File: config.mk
export PLATFORM = sky130hd
export DESIGN_NAME = port_b_func_select_port_c_dir
export DESIGN_NICKNAME = d
export VERILOG_FILES = /design/src/pinmux_pkg.sv /design/src/port_b_func_select_port_c_dir.sv /design/src/pad_select.sv
export SDC_FILE = /design/constraint.sdc
export NUM_CORES = 1
export LEC_CHECK = 0
export BUFFER_PORTS_ARGS = -buffer_cell sky130_fd_sc_hd__buf_2
export CORE_MARGIN = 2
export CORE_UTILIZATION = 45
export CTS_CLUSTER_SIZE = 14
export DETAILED_ROUTE_END_ITERATION = 10
export PLACE_DENSITY = 0.83
export SYNTH_ARGS = -nofsm -noshare
export SYNTH_HDL_FRONTEND = slang
export SYNTH_SLANG_ARGS = --single-unit
File: constraint.sdc
create_clock -name pclk -period 3.5 [get_ports pclk]
set_input_delay 0 -clock pclk [delete_from_list [all_inputs] [get_ports pclk]]
set_output_delay 0 -clock pclk [all_outputs]
set_load 0.01 [all_outputs]
File: src/pinmux_pkg.sv
// Constants, register map and carrier types of the port B function
// select and port C direction block.
// Assumes a 32-bit APB with registers on aligned words.
package pinmux_pkg;

  // Register byte offsets
  localparam logic [11:0] FSEL_HIGH_OFS = 12'h000;
  localparam logic [11:0] FSEL_LOW_OFS = 12'h004;
  localparam logic [11:0] PC_DIR_OFS = 12'h008;
  localparam logic [11:0] PB_DIR_OFS = 12'h00C;

  // Writable bits; the rest are reserved and read as zero
  localparam logic [15:0] FSEL_HIGH_MASK = 16'h0C0F;
  localparam logic [15:0] FSEL_LOW_MASK = 16'hFFF5;
  localparam logic [15:0] PC_DIR_MASK = 16'hFFFF;
  localparam logic [15:0] PB_DIR_MASK = 16'h03FF;

  // Values after reset
  localparam logic [15:0] FSEL_HIGH_RST = 16'h0000;
  localparam logic [15:0] FSEL_LOW_RST = 16'h0000;
  localparam logic [15:0] PC_DIR_RST = 16'h0000;
  localparam logic [15:0] PB_DIR_RST = 16'h0000;

  // Field positions
  localparam int PIN9_LSB = 2;
  localparam int PIN8_LSB = 0;
  localparam int PIN7_LSB = 14;
  localparam int PIN6_LSB = 12;
  localparam int PIN5_LSB = 10;
  localparam int PIN4_LSB = 8;
  localparam int PIN3_TOP = 11;
  localparam int PIN3_LSB = 6;
  localparam int PIN2_TOP = 10;
  localparam int PIN2_LSB = 4;
  localparam int PIN1_BIT = 2;
  localparam int PIN0_BIT = 0;

  localparam int PB_PINS = 10;
  localparam int PC_PINS = 16;

  // Level handed to a unit whose input pin is not routed to it
  localparam logic IDLE_LEVEL = 1'b1;

  typedef enum logic [3:0] {
    fn_gpio, fn_int, fn_addr, fn_adc_trig, fn_bus_wait, fn_bus_req,
    fn_bus_ack, fn_out_dis, fn_chip_sel, fn_i2c, fn_bad
  } pin_fn_t;

  typedef enum logic [2:0] {
    reg_high, reg_low, reg_pc_dir, reg_pb_dir, reg_none
  } reg_id_t;

  typedef struct packed {
    logic psel;
    logic penable;
    logic pwrite;
    logic [11:0] paddr;
    logic [31:0] pwdata;
    logic [3:0] pstrb;
  } apb_req_t;

  typedef struct packed {
    logic pready;
    logic pslverr;
    logic [31:0] prdata;
  } apb_rsp_t;

  // From the bus controller and the I2C unit toward the pins
  typedef struct packed {
    logic [5:0] addr_hi;     // address bits 21..16
    logic bus_ack;
    logic chip_select_7;
    logic chip_select_6;
    logic sda_drive_low;
    logic scl_drive_low;
  } periph_in_t;

  // From the pins toward the interrupt, bus, A/D and I2C units
  typedef struct packed {
    logic [7:0] ext_int;
    logic adc_trigger_in;
    logic bus_wait_in;
    logic bus_request_in;
    logic [3:0] output_disable;
    logic i2c_data_line;
    logic i2c_clock_line;
  } periph_out_t;

endpackage : pinmux_pkg

File: src/port_b_func_select_port_c_dir.sv
// Port B pin function select and port C direction, APB slave.
// Assumes port data registers, port C function select and the
// peripheral units sit outside; all inputs synchronous to pclk.
//
// Summary of operation
// - Reserved function-select bits read zero
// - Pin 9: port, int 7, addr 21, trigger
// - Pin 8: port, int 6, addr 20, wait
// - Pin 7: port, int 5, addr 19, request
// - Pin 6: port, int 4, addr 18, acknowledge
// - Pin 5: port, int 3, disable 3, select 7
// - Pin 4: port, int 2, disable 2, select 6
// - Pin 3: port, int 1, disable 1, I2C data
// - Pin 2: port, int 0, disable 0, I2C clock
// - Pin 1: port or address bit 17
// - Pin 0: port or address bit 16
// - Pins 1,0 boot to address in expansion mode
// - Port C direction bit: 1 output, 0 input
// - Port C direction only for port pins
// - Port C direction resets to all zero
// - Port B direction for port pins, upper zero
`timescale 1ns/100ps
module port_b_func_select_port_c_dir #(
  parameter int ADDR_W = 12
) (
  input wire logic pclk,
  input wire logic presetn,
  input wire pinmux_pkg::apb_req_t apb_req,
  output pinmux_pkg::apb_rsp_t apb_rsp,
  input wire logic ext_rom_off_boot,
  input wire logic [pinmux_pkg::PB_PINS-1:0] portb_pin_in,
  input wire logic [pinmux_pkg::PB_PINS-1:0] portb_gpio_out,
  output logic [pinmux_pkg::PB_PINS-1:0] portb_pad_oe,
  output logic [pinmux_pkg::PB_PINS-1:0] portb_pad_out,
  input wire logic [pinmux_pkg::PC_PINS-1:0] portc_is_gpio,
  input wire logic [pinmux_pkg::PC_PINS-1:0] portc_gpio_out,
  input wire logic [pinmux_pkg::PC_PINS-1:0] portc_addr_out,
  output logic [pinmux_pkg::PC_PINS-1:0] portc_pad_oe,
  output logic [pinmux_pkg::PC_PINS-1:0] portc_pad_out,
  input wire pinmux_pkg::periph_in_t periph_in,
  output pinmux_pkg::periph_out_t periph_out
);
  import pinmux_pkg::*;

  if (ADDR_W < 4 || ADDR_W > 12) begin : g_chk
    $error("ADDR_W must lie between 4 and 12");
  end

  typedef struct packed {
    logic [15:0] fsel_high;
    logic [15:0] fsel_low;
    logic [15:0] pc_dir;
    logic [15:0] pb_dir;
    logic [31:0] prdata;
    logic boot_done;
  } state_t;

  state_t st;
  state_t next_st;
  pin_fn_t fn [PB_PINS];
  logic [PB_PINS-1:0] pb_gpio;
  logic [PB_PINS-1:0] pb_per_oe;
  logic [PB_PINS-1:0] pb_per_out;
  logic [PB_PINS-1:0] addr_on_pin;
  logic setup;
  logic access;
  reg_id_t sel;

  // Only the low ADDR_W bits are decoded; upper bits alias
  function automatic reg_id_t reg_of(input logic [11:0] addr);
    logic [11:0] a;
    a = addr & 12'(((1 << ADDR_W) - 1));
    if (a == FSEL_HIGH_OFS) return reg_high;
    else if (a == FSEL_LOW_OFS) return reg_low;
    else if (a == PC_DIR_OFS) return reg_pc_dir;
    else if (a == PB_DIR_OFS) return reg_pb_dir;
    else return reg_none;
  endfunction : reg_of

  // Byte-lane merge that keeps reserved bits at zero
  function automatic logic [15:0] merge(input logic [15:0] old,
                                        input logic [31:0] wdata,
                                        input logic [3:0] strb,
                                        input logic [15:0] mask);
    logic [15:0] v;
    v = old;
    if (strb[0]) v[7:0] = wdata[7:0];
    if (strb[1]) v[15:8] = wdata[15:8];
    return v & mask;
  endfunction : merge

  // Function of one port B pin from the two select registers
  function automatic pin_fn_t pin_fn(input int n,
                                     input logic [15:0] hi,
                                     input logic [15:0] lo);
    logic [1:0] c2;
    logic [2:0] c3;
    c2 = 2'h0;
    c3 = 3'h0;
    unique case (n)
      9: c2 = hi[PIN9_LSB +: 2];
      8: c2 = hi[PIN8_LSB +: 2];
      7: c2 = lo[PIN7_LSB +: 2];
      6: c2 = lo[PIN6_LSB +: 2];
      5: c2 = lo[PIN5_LSB +: 2];
      4: c2 = lo[PIN4_LSB +: 2];
      3: c3 = {hi[PIN3_TOP], lo[PIN3_LSB +: 2]};
      2: c3 = {hi[PIN2_TOP], lo[PIN2_LSB +: 2]};
      1: c2 = {1'b0, lo[PIN1_BIT]};
      default: c2 = {1'b0, lo[PIN0_BIT]};
    endcase
    if (n == 3 || n == 2) begin
      // Codes 011 and 101..111 are not allowed; pin left undriven
      unique case (c3)
        3'h0: return fn_gpio;
        3'h1: return fn_int;
        3'h2: return fn_out_dis;
        3'h4: return fn_i2c;
        default: return fn_bad;
      endcase
    end
    if (n <= 1) return (c2[0] ? fn_addr : fn_gpio);
    unique case (c2)
      2'h0: return fn_gpio;
      2'h1: return (n >= 6) ? fn_int : fn_int;
      2'h2: return (n >= 6) ? fn_addr : fn_out_dis;
      default: begin
        unique case (n)
          9: return fn_adc_trig;
          8: return fn_bus_wait;
          7: return fn_bus_req;
          6: return fn_bus_ack;
          default: return fn_chip_sel;
        endcase
      end
    endcase
  endfunction : pin_fn

  assign setup = apb_req.psel && !apb_req.penable;
  assign access = apb_req.psel && apb_req.penable;
  assign sel = reg_of(apb_req.paddr);

  // Zero-wait slave once the boot strap is taken
  assign apb_rsp.pready = st.boot_done;
  assign apb_rsp.pslverr = access && st.boot_done && (sel == reg_none);
  assign apb_rsp.prdata = st.prdata;

  // Register file, read capture and boot-strap load
  always_comb begin
    next_st = st;
    if (!st.boot_done) begin
      // Strap sampled in the first cycle after reset release
      next_st.boot_done = 1'b1;
      next_st.fsel_low[PIN1_BIT] = ext_rom_off_boot;
      next_st.fsel_low[PIN0_BIT] = ext_rom_off_boot;
    end else if (apb_req.psel && !apb_req.pwrite) begin
      // Reserved bits are stored as zero so reads give zero
      unique case (sel)
        reg_high: next_st.prdata = {16'h0000, st.fsel_high};
        reg_low: next_st.prdata = {16'h0000, st.fsel_low};
        reg_pc_dir: next_st.prdata = {16'h0000, st.pc_dir};
        reg_pb_dir: next_st.prdata = {16'h0000, st.pb_dir};
        default: next_st.prdata = 32'h0000_0000;
      endcase
    end else if (access && apb_req.pwrite) begin
      unique case (sel)
        reg_high: next_st.fsel_high = merge(st.fsel_high,
          apb_req.pwdata, apb_req.pstrb, FSEL_HIGH_MASK);
        reg_low: next_st.fsel_low = merge(st.fsel_low,
          apb_req.pwdata, apb_req.pstrb, FSEL_LOW_MASK);
        reg_pc_dir: next_st.pc_dir = merge(st.pc_dir,
          apb_req.pwdata, apb_req.pstrb, PC_DIR_MASK);
        reg_pb_dir: next_st.pb_dir = merge(st.pb_dir,
          apb_req.pwdata, apb_req.pstrb, PB_DIR_MASK);
        default: next_st = st;
      endcase
    end
  end

  // Reset takes constants only; the strap comes in a cycle later
  always_ff @(posedge pclk or negedge presetn) begin
    if (!presetn) begin
      st.fsel_high <= FSEL_HIGH_RST;
      st.fsel_low <= FSEL_LOW_RST;
      st.pc_dir <= PC_DIR_RST;
      st.pb_dir <= PB_DIR_RST;
      st.prdata <= 32'h0000_0000;
      st.boot_done <= 1'b0;
    end else begin
      st <= next_st;
    end
  end

  assign addr_on_pin = {periph_in.addr_hi[5:2], 4'h0,
                        periph_in.addr_hi[1:0]};

  // Peripheral drive per pin; input-only functions leave it off
  always_comb begin
    for (int n = 0; n < PB_PINS; n++) begin
      fn[n] = pin_fn(n, st.fsel_high, st.fsel_low);
      pb_gpio[n] = (fn[n] == fn_gpio);
      pb_per_oe[n] = 1'b0;
      pb_per_out[n] = 1'b0;
      unique case (fn[n])
        fn_addr: begin
          pb_per_oe[n] = 1'b1;
          pb_per_out[n] = addr_on_pin[n];
        end
        fn_bus_ack: begin
          pb_per_oe[n] = 1'b1;
          pb_per_out[n] = periph_in.bus_ack;
        end
        fn_chip_sel: begin
          // Only for parts with mask ROM or no ROM
          pb_per_oe[n] = 1'b1;
          pb_per_out[n] = (n == 5) ? periph_in.chip_select_7
                                   : periph_in.chip_select_6;
        end
        fn_i2c: begin
          // Open drain: drive low only, released otherwise
          pb_per_oe[n] = (n == 3) ? periph_in.sda_drive_low
                                  : periph_in.scl_drive_low;
          pb_per_out[n] = 1'b0;
        end
        default: begin
          pb_per_oe[n] = 1'b0;
          pb_per_out[n] = 1'b0;
        end
      endcase
    end
  end

  // Pin levels to the units; unrouted inputs rest at the idle level
  always_comb begin
    for (int k = 0; k < 8; k++) begin
      periph_out.ext_int[k] = (fn[k+2] == fn_int) ?
        portb_pin_in[k+2] : IDLE_LEVEL;
    end
    for (int k = 0; k < 4; k++) begin
      periph_out.output_disable[k] = (fn[k+2] == fn_out_dis) ?
        portb_pin_in[k+2] : IDLE_LEVEL;
    end
    periph_out.adc_trigger_in = (fn[9] == fn_adc_trig) ?
      portb_pin_in[9] : IDLE_LEVEL;
    periph_out.bus_wait_in = (fn[8] == fn_bus_wait) ?
      portb_pin_in[8] : IDLE_LEVEL;
    periph_out.bus_request_in = (fn[7] == fn_bus_req) ?
      portb_pin_in[7] : IDLE_LEVEL;
    periph_out.i2c_data_line = (fn[3] == fn_i2c) ?
      portb_pin_in[3] : IDLE_LEVEL;
    periph_out.i2c_clock_line = (fn[2] == fn_i2c) ?
      portb_pin_in[2] : IDLE_LEVEL;
  end

  // Port B: direction register applies to port pins only
  pad_select #(.WIDTH(PB_PINS)) u_portb_pads (
    .pclk(pclk),
    .presetn(presetn),
    .gpio_en(pb_gpio),
    .gpio_dir(st.pb_dir[PB_PINS-1:0]),
    .gpio_out(portb_gpio_out),
    .per_oe(pb_per_oe),
    .per_out(pb_per_out),
    .pad_oe(portb_pad_oe),
    .pad_out(portb_pad_out)
  );

  // Port C: non-port pins are address outputs
  pad_select #(.WIDTH(PC_PINS)) u_portc_pads (
    .pclk(pclk),
    .presetn(presetn),
    .gpio_en(portc_is_gpio),
    .gpio_dir(st.pc_dir),
    .gpio_out(portc_gpio_out),
    .per_oe({PC_PINS{1'b1}}),
    .per_out(portc_addr_out),
    .pad_oe(portc_pad_oe),
    .pad_out(portc_pad_out)
  );

  // Checks on routing and register behaviour
  a_reserved_zero: assert property (
    @(posedge pclk) disable iff (!presetn)
    (access && !apb_req.pwrite && apb_rsp.pready && sel == reg_high)
      |-> (apb_rsp.prdata[31:12] == 20'h00000
           && apb_rsp.prdata[9:4] == 6'h00))
    else $error("reserved bits of high select read non-zero");

  a_pin9_route: assert property (
    @(posedge pclk) disable iff (!presetn)
    (st.fsel_high[3:2] == 2'h2) |-> (portb_pad_oe[9]
      && portb_pad_out[9] == periph_in.addr_hi[5]))
    else $error("pin 9 does not carry address bit 21");

  a_pin8_wait: assert property (
    @(posedge pclk) disable iff (!presetn)
    (st.fsel_high[1:0] == 2'h3) |-> (!portb_pad_oe[8]
      && periph_out.bus_wait_in == portb_pin_in[8]))
    else $error("pin 8 wait input not routed");

  a_pin7_busreq: assert property (
    @(posedge pclk) disable iff (!presetn)
    (st.fsel_low[15:14] == 2'h3) |-> (!portb_pad_oe[7]
      && periph_out.bus_request_in == portb_pin_in[7]))
    else $error("pin 7 bus request not routed");

  a_pin6_ack: assert property (
    @(posedge pclk) disable iff (!presetn)
    (st.fsel_low[13:12] == 2'h3) |-> (portb_pad_oe[6]
      && portb_pad_out[6] == periph_in.bus_ack))
    else $error("pin 6 bus acknowledge not driven");

  a_pin5_cs: assert property (
    @(posedge pclk) disable iff (!presetn)
    (st.fsel_low[11:10] == 2'h3) |-> (portb_pad_oe[5]
      && portb_pad_out[5] == periph_in.chip_select_7))
    else $error("pin 5 chip select not driven");

  a_pin4_disable: assert property (
    @(posedge pclk) disable iff (!presetn)
    (st.fsel_low[9:8] == 2'h2) |-> (!portb_pad_oe[4]
      && periph_out.output_disable[2] == portb_pin_in[4]))
    else $error("pin 4 output disable not routed");

  a_pin3_i2c: assert property (
    @(posedge pclk) disable iff (!presetn)
    ({st.fsel_high[11], st.fsel_low[7:6]} == 3'h4) |-> (!portb_pad_out[3]
      && portb_pad_oe[3] == periph_in.sda_drive_low))
    else $error("pin 3 I2C data not open drain");

  a_pin2_int: assert property (
    @(posedge pclk) disable iff (!presetn)
    ({st.fsel_high[10], st.fsel_low[5:4]} == 3'h1) |-> (!portb_pad_oe[2]
      && periph_out.ext_int[0] == portb_pin_in[2]))
    else $error("pin 2 interrupt input not routed");

  a_pin1_addr: assert property (
    @(posedge pclk) disable iff (!presetn)
    st.fsel_low[2] |-> (portb_pad_oe[1]
      && portb_pad_out[1] == periph_in.addr_hi[1]))
    else $error("pin 1 does not carry address bit 17");

  a_boot_strap: assert property (
    @(posedge pclk) disable iff (!presetn)
    (presetn && !st.boot_done) // Release edge itself still in reset
      |=> (st.fsel_low[0] == $past(ext_rom_off_boot)
      && st.fsel_low[2] == $past(ext_rom_off_boot) && st.boot_done))
    else $error("boot strap not loaded into pin 1 and 0 modes");

  a_pc_reset: assert property (
    @(posedge pclk) disable iff (!presetn)
    !st.boot_done |-> (st.pc_dir == 16'h0000 && st.pb_dir == 16'h0000))
    else $error("direction registers not clear after reset");

  a_write_lands: assert property (
    @(posedge pclk) disable iff (!presetn)
    (access && apb_req.pwrite && apb_rsp.pready && sel == reg_pc_dir
      && apb_req.pstrb[1:0] == 2'h3)
      |=> (st.pc_dir == $past(apb_req.pwdata[15:0])))
    else $error("direction write did not land next cycle");

endmodule : port_b_func_select_port_c_dir

File: src/pad_select.sv
// Per-pin choice between the general-purpose port and a peripheral.
// Assumes the caller decodes which pins are general-purpose.
`timescale 1ns/100ps
module pad_select #(
  parameter int WIDTH = 16
) (
  input wire logic pclk,
  input wire logic presetn,
  input wire logic [WIDTH-1:0] gpio_en,
  input wire logic [WIDTH-1:0] gpio_dir,
  input wire logic [WIDTH-1:0] gpio_out,
  input wire logic [WIDTH-1:0] per_oe,
  input wire logic [WIDTH-1:0] per_out,
  output logic [WIDTH-1:0] pad_oe,
  output logic [WIDTH-1:0] pad_out
);
  import pinmux_pkg::*;

  if (WIDTH < 1) begin : g_chk
    $error("pad_select needs at least one pin");
  end

  // Direction bit only counts while the pin is a port pin
  always_comb begin
    for (int n = 0; n < WIDTH; n++) begin
      pad_oe[n] = gpio_en[n] ? gpio_dir[n] : per_oe[n];
      pad_out[n] = gpio_en[n] ? gpio_out[n] : per_out[n];
    end
  end

  // A peripheral-owned pin ignores the direction register
  a_dir_ignored: assert property (
    @(posedge pclk) disable iff (!presetn)
    (gpio_en == '0) |-> (pad_oe == per_oe))
    else $error("direction bit leaked onto a peripheral pin");

  a_dir_applied: assert property (
    @(posedge pclk) disable iff (!presetn)
    (gpio_en == '1) |-> (pad_oe == gpio_dir && pad_out == gpio_out))
    else $error("port pin direction not taken from register");

endmodule : pad_select

Word level (Yosys, flattened, before mapping)
Cells that the tools add are included.
Operators by class
  bitwise operators: 1
  muxes and demuxes: 119
  equal/unequal tests: 84
  reduce and logical (&&, ||, !) cells: 46
Operator list (count)
  $mux 1: 73
  $mux 68: 1
  $eq 4x4->1 const B: 16
  $pmux 16 s4: 1
  $eq 4x3->1 const B: 14
  $logic_not 4->1: 10
  $reduce_and 5->1: 8
  $eq 4x2->1 const B: 9
  $mux 35: 1
  $eq 4x1->1 const B: 8
  $mux 32: 1
  $pmux 4 s4: 2
  $reduce_or 3->1: 10
  $pmux 1 s2: 14
  $pmux 3 s3: 3
  $eq 12x4->1 const B: 2
  $mux 8: 3
  $pmux 4 s3: 2
  $mux 3: 6
  $pmux 1 s3: 6
  $eq 2x2->1 const B: 8
  $eq 2x4->1 const B: 4
  $mux 16: 1
  $eq 12x3->1 const B: 1
  other kinds (18): 46
Storage, ports and cells
  input port bits: 133
  output and inout bits: 103
  register bits: 79
  logic and storage cells: 261

Longest topological paths before layout
  word-level depth: 10
  depth in mapped cells: 6
  depth with buffers taken out: 5

By module
From an unflattened synthesis, not the netlist that was laid out.
Unflattened totals
  cells, all modules: 359
  area, all modules: 4225.3 sq um
By module, submodules not included
  port_b_func_select_port_c_dir: sequential area each 1576.5 sq um, instances 1, area each 3504.6 sq um, cells an instance 307
  pad_select at u_portc_pads: sequential area each 0.0 sq um, instances 1, area each 435.4 sq um, cells an instance 32
  pad_select at u_portb_pads: sequential area each 0.0 sq um, instances 1, area each 285.3 sq um, cells an instance 20

Worst setup path after synthesis
Ideal clock, no wire load.
  path kind: flip-flop to flip-flop
  from: register st (netlist bit apb_rsp[33])
  to: register st[33] in the netlist's numbering
  arrival: 1570 ps
  library setup time: 125 ps
  cell stages (with the launch flop): 5
  clock period less this slack: 1695 ps
  setup slack: 1805 ps
  path buffers: 0
  data required time: 3375 ps
  path through: dfrtp_1 and3_1 nand3_1 nor3_4 mux2_2
Between the ends
  word-level cells in the longest chain between the ends: 1
Ends and longest elaborated chain
  start, declared: line port_b_func_select_port_c_dir.sv:58  | state_t st;
  start signal, assigned: line port_b_func_select_port_c_dir.sv:190  | st <= next_st;
  $reduce_and 5->1 (no source line)
No other way between the ends.
A chain may end at the register's enable or synchronous reset.

Final worst setup path
  from: input port apb_req[42] in the netlist's numbering
  to: register st[56] in the netlist's numbering
Between the ends
  word-level cells in the longest chain between the ends: 7
  elaborated cells between the ends (all ways): 10
  those cells by class: eq/ne (4); mux (4); reduce/logical (2)
Ends and longest elaborated chain
  start, declared: line port_b_func_select_port_c_dir.sv:28  | input wire pinmux_pkg::apb_req_t apb_req,
  $eq 12x4->1: line port_b_func_select_port_c_dir.sv:76  | else if (a == PB_DIR_OFS) return reg_pb_dir;
  $mux 3: line port_b_func_select_port_c_dir.sv:76
  $mux 3: line port_b_func_select_port_c_dir.sv:75  | else if (a == PC_DIR_OFS) return reg_pc_dir;
  $mux 3: line port_b_func_select_port_c_dir.sv:74  | else if (a == FSEL_LOW_OFS) return reg_low;
  $mux 3 (*): line port_b_func_select_port_c_dir.sv:73  | if (a == FSEL_HIGH_OFS) return reg_high;
  $eq 3x2->1 (*): line port_b_func_select_port_c_dir.sv:166  | unique case (sel)
  $reduce_and 5->1 (no source line) (*)
Mark *: on every way between the ends. The rest lies on a longest branch, timed or not.

==> impl_metrics.csv <==
group,metric,value,unit
global_routing,grtUsageTotal,22.9,%
timing,timing.slew.headroom,43.4,%
routing,antenna_left,0,
routing,vias,3440,
routing,vias_per_cell,5.19,
logic_synthesis,synth_ff_type,"dfrtp_1",
logic_synthesis,yosysWarnings,0,
floorplanning,start_util,46.9,%
clocking,cts_made_buffers,9,
routing,drtPass1Iterations,4,
setup_path,cp-end-kind,"flip-flop",
cells_and_area,drive_above_1_share,54.7,%
setup_path,path_class,"primary input to flip-flop",
floorplanning,dieArea,9410,sq um
placement,gp_congestion,0.828,
flow_run,max-cap-violations,0,
timing,finalClockSkew,0.00784,ns
timing,rsz0062_at_grt,"no",
logic_synthesis,synth_area,3890,sq um
cells_and_area,diodes,0,
setup_path,cp-start-kind,"primary input",
logic_synthesis,yosys.area_share.simple,18.3,%
placement,dp_cells,627,
power,p_leak,0.00266,uW
logic_synthesis,synth_xor_area_share,0,%
cells_and_area,multi_input_area,2070,sq um
logic_synthesis,synth_compound_area_share,7.94,%
clocking,cts_resized,0,
cells_and_area,final_cells,663,
clocking,cts.clk_slew.worst_paths,0.07,ns
routing,finalWirelength,10700,um
power,power,1520,uW
routing,drtIter0Drc,74,
cells_and_area,post-route-util,62.4,%
setup_path,critPathRequiredTime,3.71,ns
floorplanning,ios,236,
clocking,clock_path_buffers,2,
floorplanning,die_w,97.0,um
timing,fmax,0.471,GHz
cells_and_area,seqCellArea,1580,sq um
floorplanning,die_h,97.0,um
clocking,h-tree-depth,3,
logic_synthesis,synthCells,349,
clocking,cts_tree,"yes",
clocking,cts-root-buf,"clkbuf_8",
routing,wl_per_cell,16.2,um
clocking,cts_sinks,63,
cells_and_area,areaGrowthSynthToFinish,33.1,%
global_routing,antenna_found_initial,0,
power,ir_worst_vdd,0.178,mV
global_routing,gr-total-overflow,0,
timing,setup_viol,0,
cells_and_area,n_fill_cell,720,
logic_synthesis,synth-edff-count,0,
timing,worst_slew_pin_slew,0.847,ns
timing,min_period_over_period,60.7,%
setup_path,critPathMaxFanout,16,
min_path,hp-class,"primary input to flip-flop",
timing,slew_viol_final,0,
timing,fin_tns_setup,0,ns
logic_synthesis,synthArstFlopShare,100,%
floorplanning,row_count,33,
logic_synthesis,synth.avg_cell_area,11.2,sq um
logic_synthesis,synthMuxAreaShare,22.4,%
routing,drc,0,
timing,period_needed,2.12,ns
cells_and_area,nets,695,
run_status,status,"finished, final reports clean",
placement,dp_hpwl,8310,um
global_routing,grt_pass1_vias,3556,
global_routing,grt_max_degree,35,
logic_synthesis,yosys.cell_types.count,43,
logic_synthesis,yosysSeqAreaShare,40.5,%
clocking,clock_latency,0.33,ns
logic_synthesis,synth-adder-area-share,2.89,%
global_routing,grt_pass1_wl,17300,um
logic_synthesis,synth_top_family_by_area,"multiplexers",
placement,io_buffers,199,
setup_path,cp.arrival,2.33,ns
power,powerDensity,294,nW/um^2
timing,holdWs,0.0123,ns
timing,hold_viol,0,
logic_synthesis,synth_seq_cells,63,
floorplanning,core-area,8300,sq um
-- path summary, 6_finish.rpt --
check                       startpoint           to  slack [ns]  cells after the start
setup / recovery           apb_req[42]       st[56]        1.38                      6
hold / removal             apb_req[47]   apb_rsp[2]        0.01                      4
setup reg to reg           apb_rsp[33]       st[56]        1.45                      4
hold reg to reg            apb_rsp[12]  apb_rsp[12]        0.48                      2
max in group asynchronous      presetn       st[77]        2.35                      3
min in group asynchronous      presetn       st[67]        0.24                      2
-- worst max-delay path, cell delays in order --
cell           delay (ns)
dlygate4sd3_1        0.54
buf_2                0.14
nor4_4               0.31
nand3_4              0.32
nor3_4               0.61
mux2_2               0.41
-- state kept, by name, indices dropped and copies added (netlist names) --
| register | count |
|---|---|
| st | 46 |
| apb_rsp | 17 |
-- Yosys cell counts (4+ instances only) --
library cell	instances	share of area, %
nand2_1	22	2.1
nor2_1	12	1.2
buf_4	33	6.4
inv_1	5	0.48
a2bb2oi_1	4	0.90
mux2i_1	5	1.3
ha_1	9	2.9
a22oi_1	10	1.9
o21ai_0	11	1.4
mux2_2	67	19
clkbuf_1	8	0.77
nor2b_1	7	1.1
o31ai_1	10	1.9
nand3b_1	8	1.5
nand3_1	4	0.51
a31oi_1	4	0.64
dfrtp_1	63	40
nand2b_1	21	3.4
-- power by group --
group | switching, uW | internal, uW | leakage, uW
sequential | 3.21 | 731 | 0.000875
combinational | 119 | 116 | 0.00169
clock | 263 | 291 | 0.0000959
-- cell families after synthesis --
family | after synthesis
buffers and inverters | 48
multiplexers | 76
AO/OA/AOI/OAI | 44
flip-flops | 63
other | 2
adder cells (fa/ha/maj) | 9
AND/OR/NAND/NOR | 107
-- through the flow --
stage,area (sq um),worst slack [ns]
6_report,5180,1.38
5_1_grt,5180,1.32
4_1_cts,5180,1.41
3_5_place_dp,4810,1.40
3_3_place_gp,4810,1.46
2_1_floorplan,3950,1.81
-- routing by layer --
layer,vias to the layer above,part of all wire (%),global-route usage (%)
met3,13,7.7,4.70
met2,167,53,42.2
met1,1644,38,26.5
met4,0,1.5,7.26
met5,-,0,0
li1,1616,-,-
-- cell usage in the layout, fill, tap and decap left out, drive strengths merged, types with 5 or more instances in the layout --
cell,n
nor2,15
nand2,22
nor2b,7
mux2i,5
nor3,6
dfrtp,63
nand3b,8
nand3,5
clkbuf,12
mux2,69
conb,17
dlygate4sd3,20
o21ai,11
nand2b,21
o31ai,10
inv,5
a22oi,10
ha,9
buf,201
-- area by class of cell --
type | instances | area share [%]
multi-input combinational | 253 | 39.9
timing repair buffer | 221 | 23.4
sequential | 63 | 30.4
clock inverter | 4 | 0.386
tap | 105 | 2.54
inverter | 5 | 0.362
clock buffer | 12 | 2.99
-- what timing repair did --
item,CTS,global route
buffers inserted,0,0
setup endpoints to repair,0,0
endpoints found under the hold margin,77,0
hold buffers,20,0
Power figures use the tool's default switching activity.
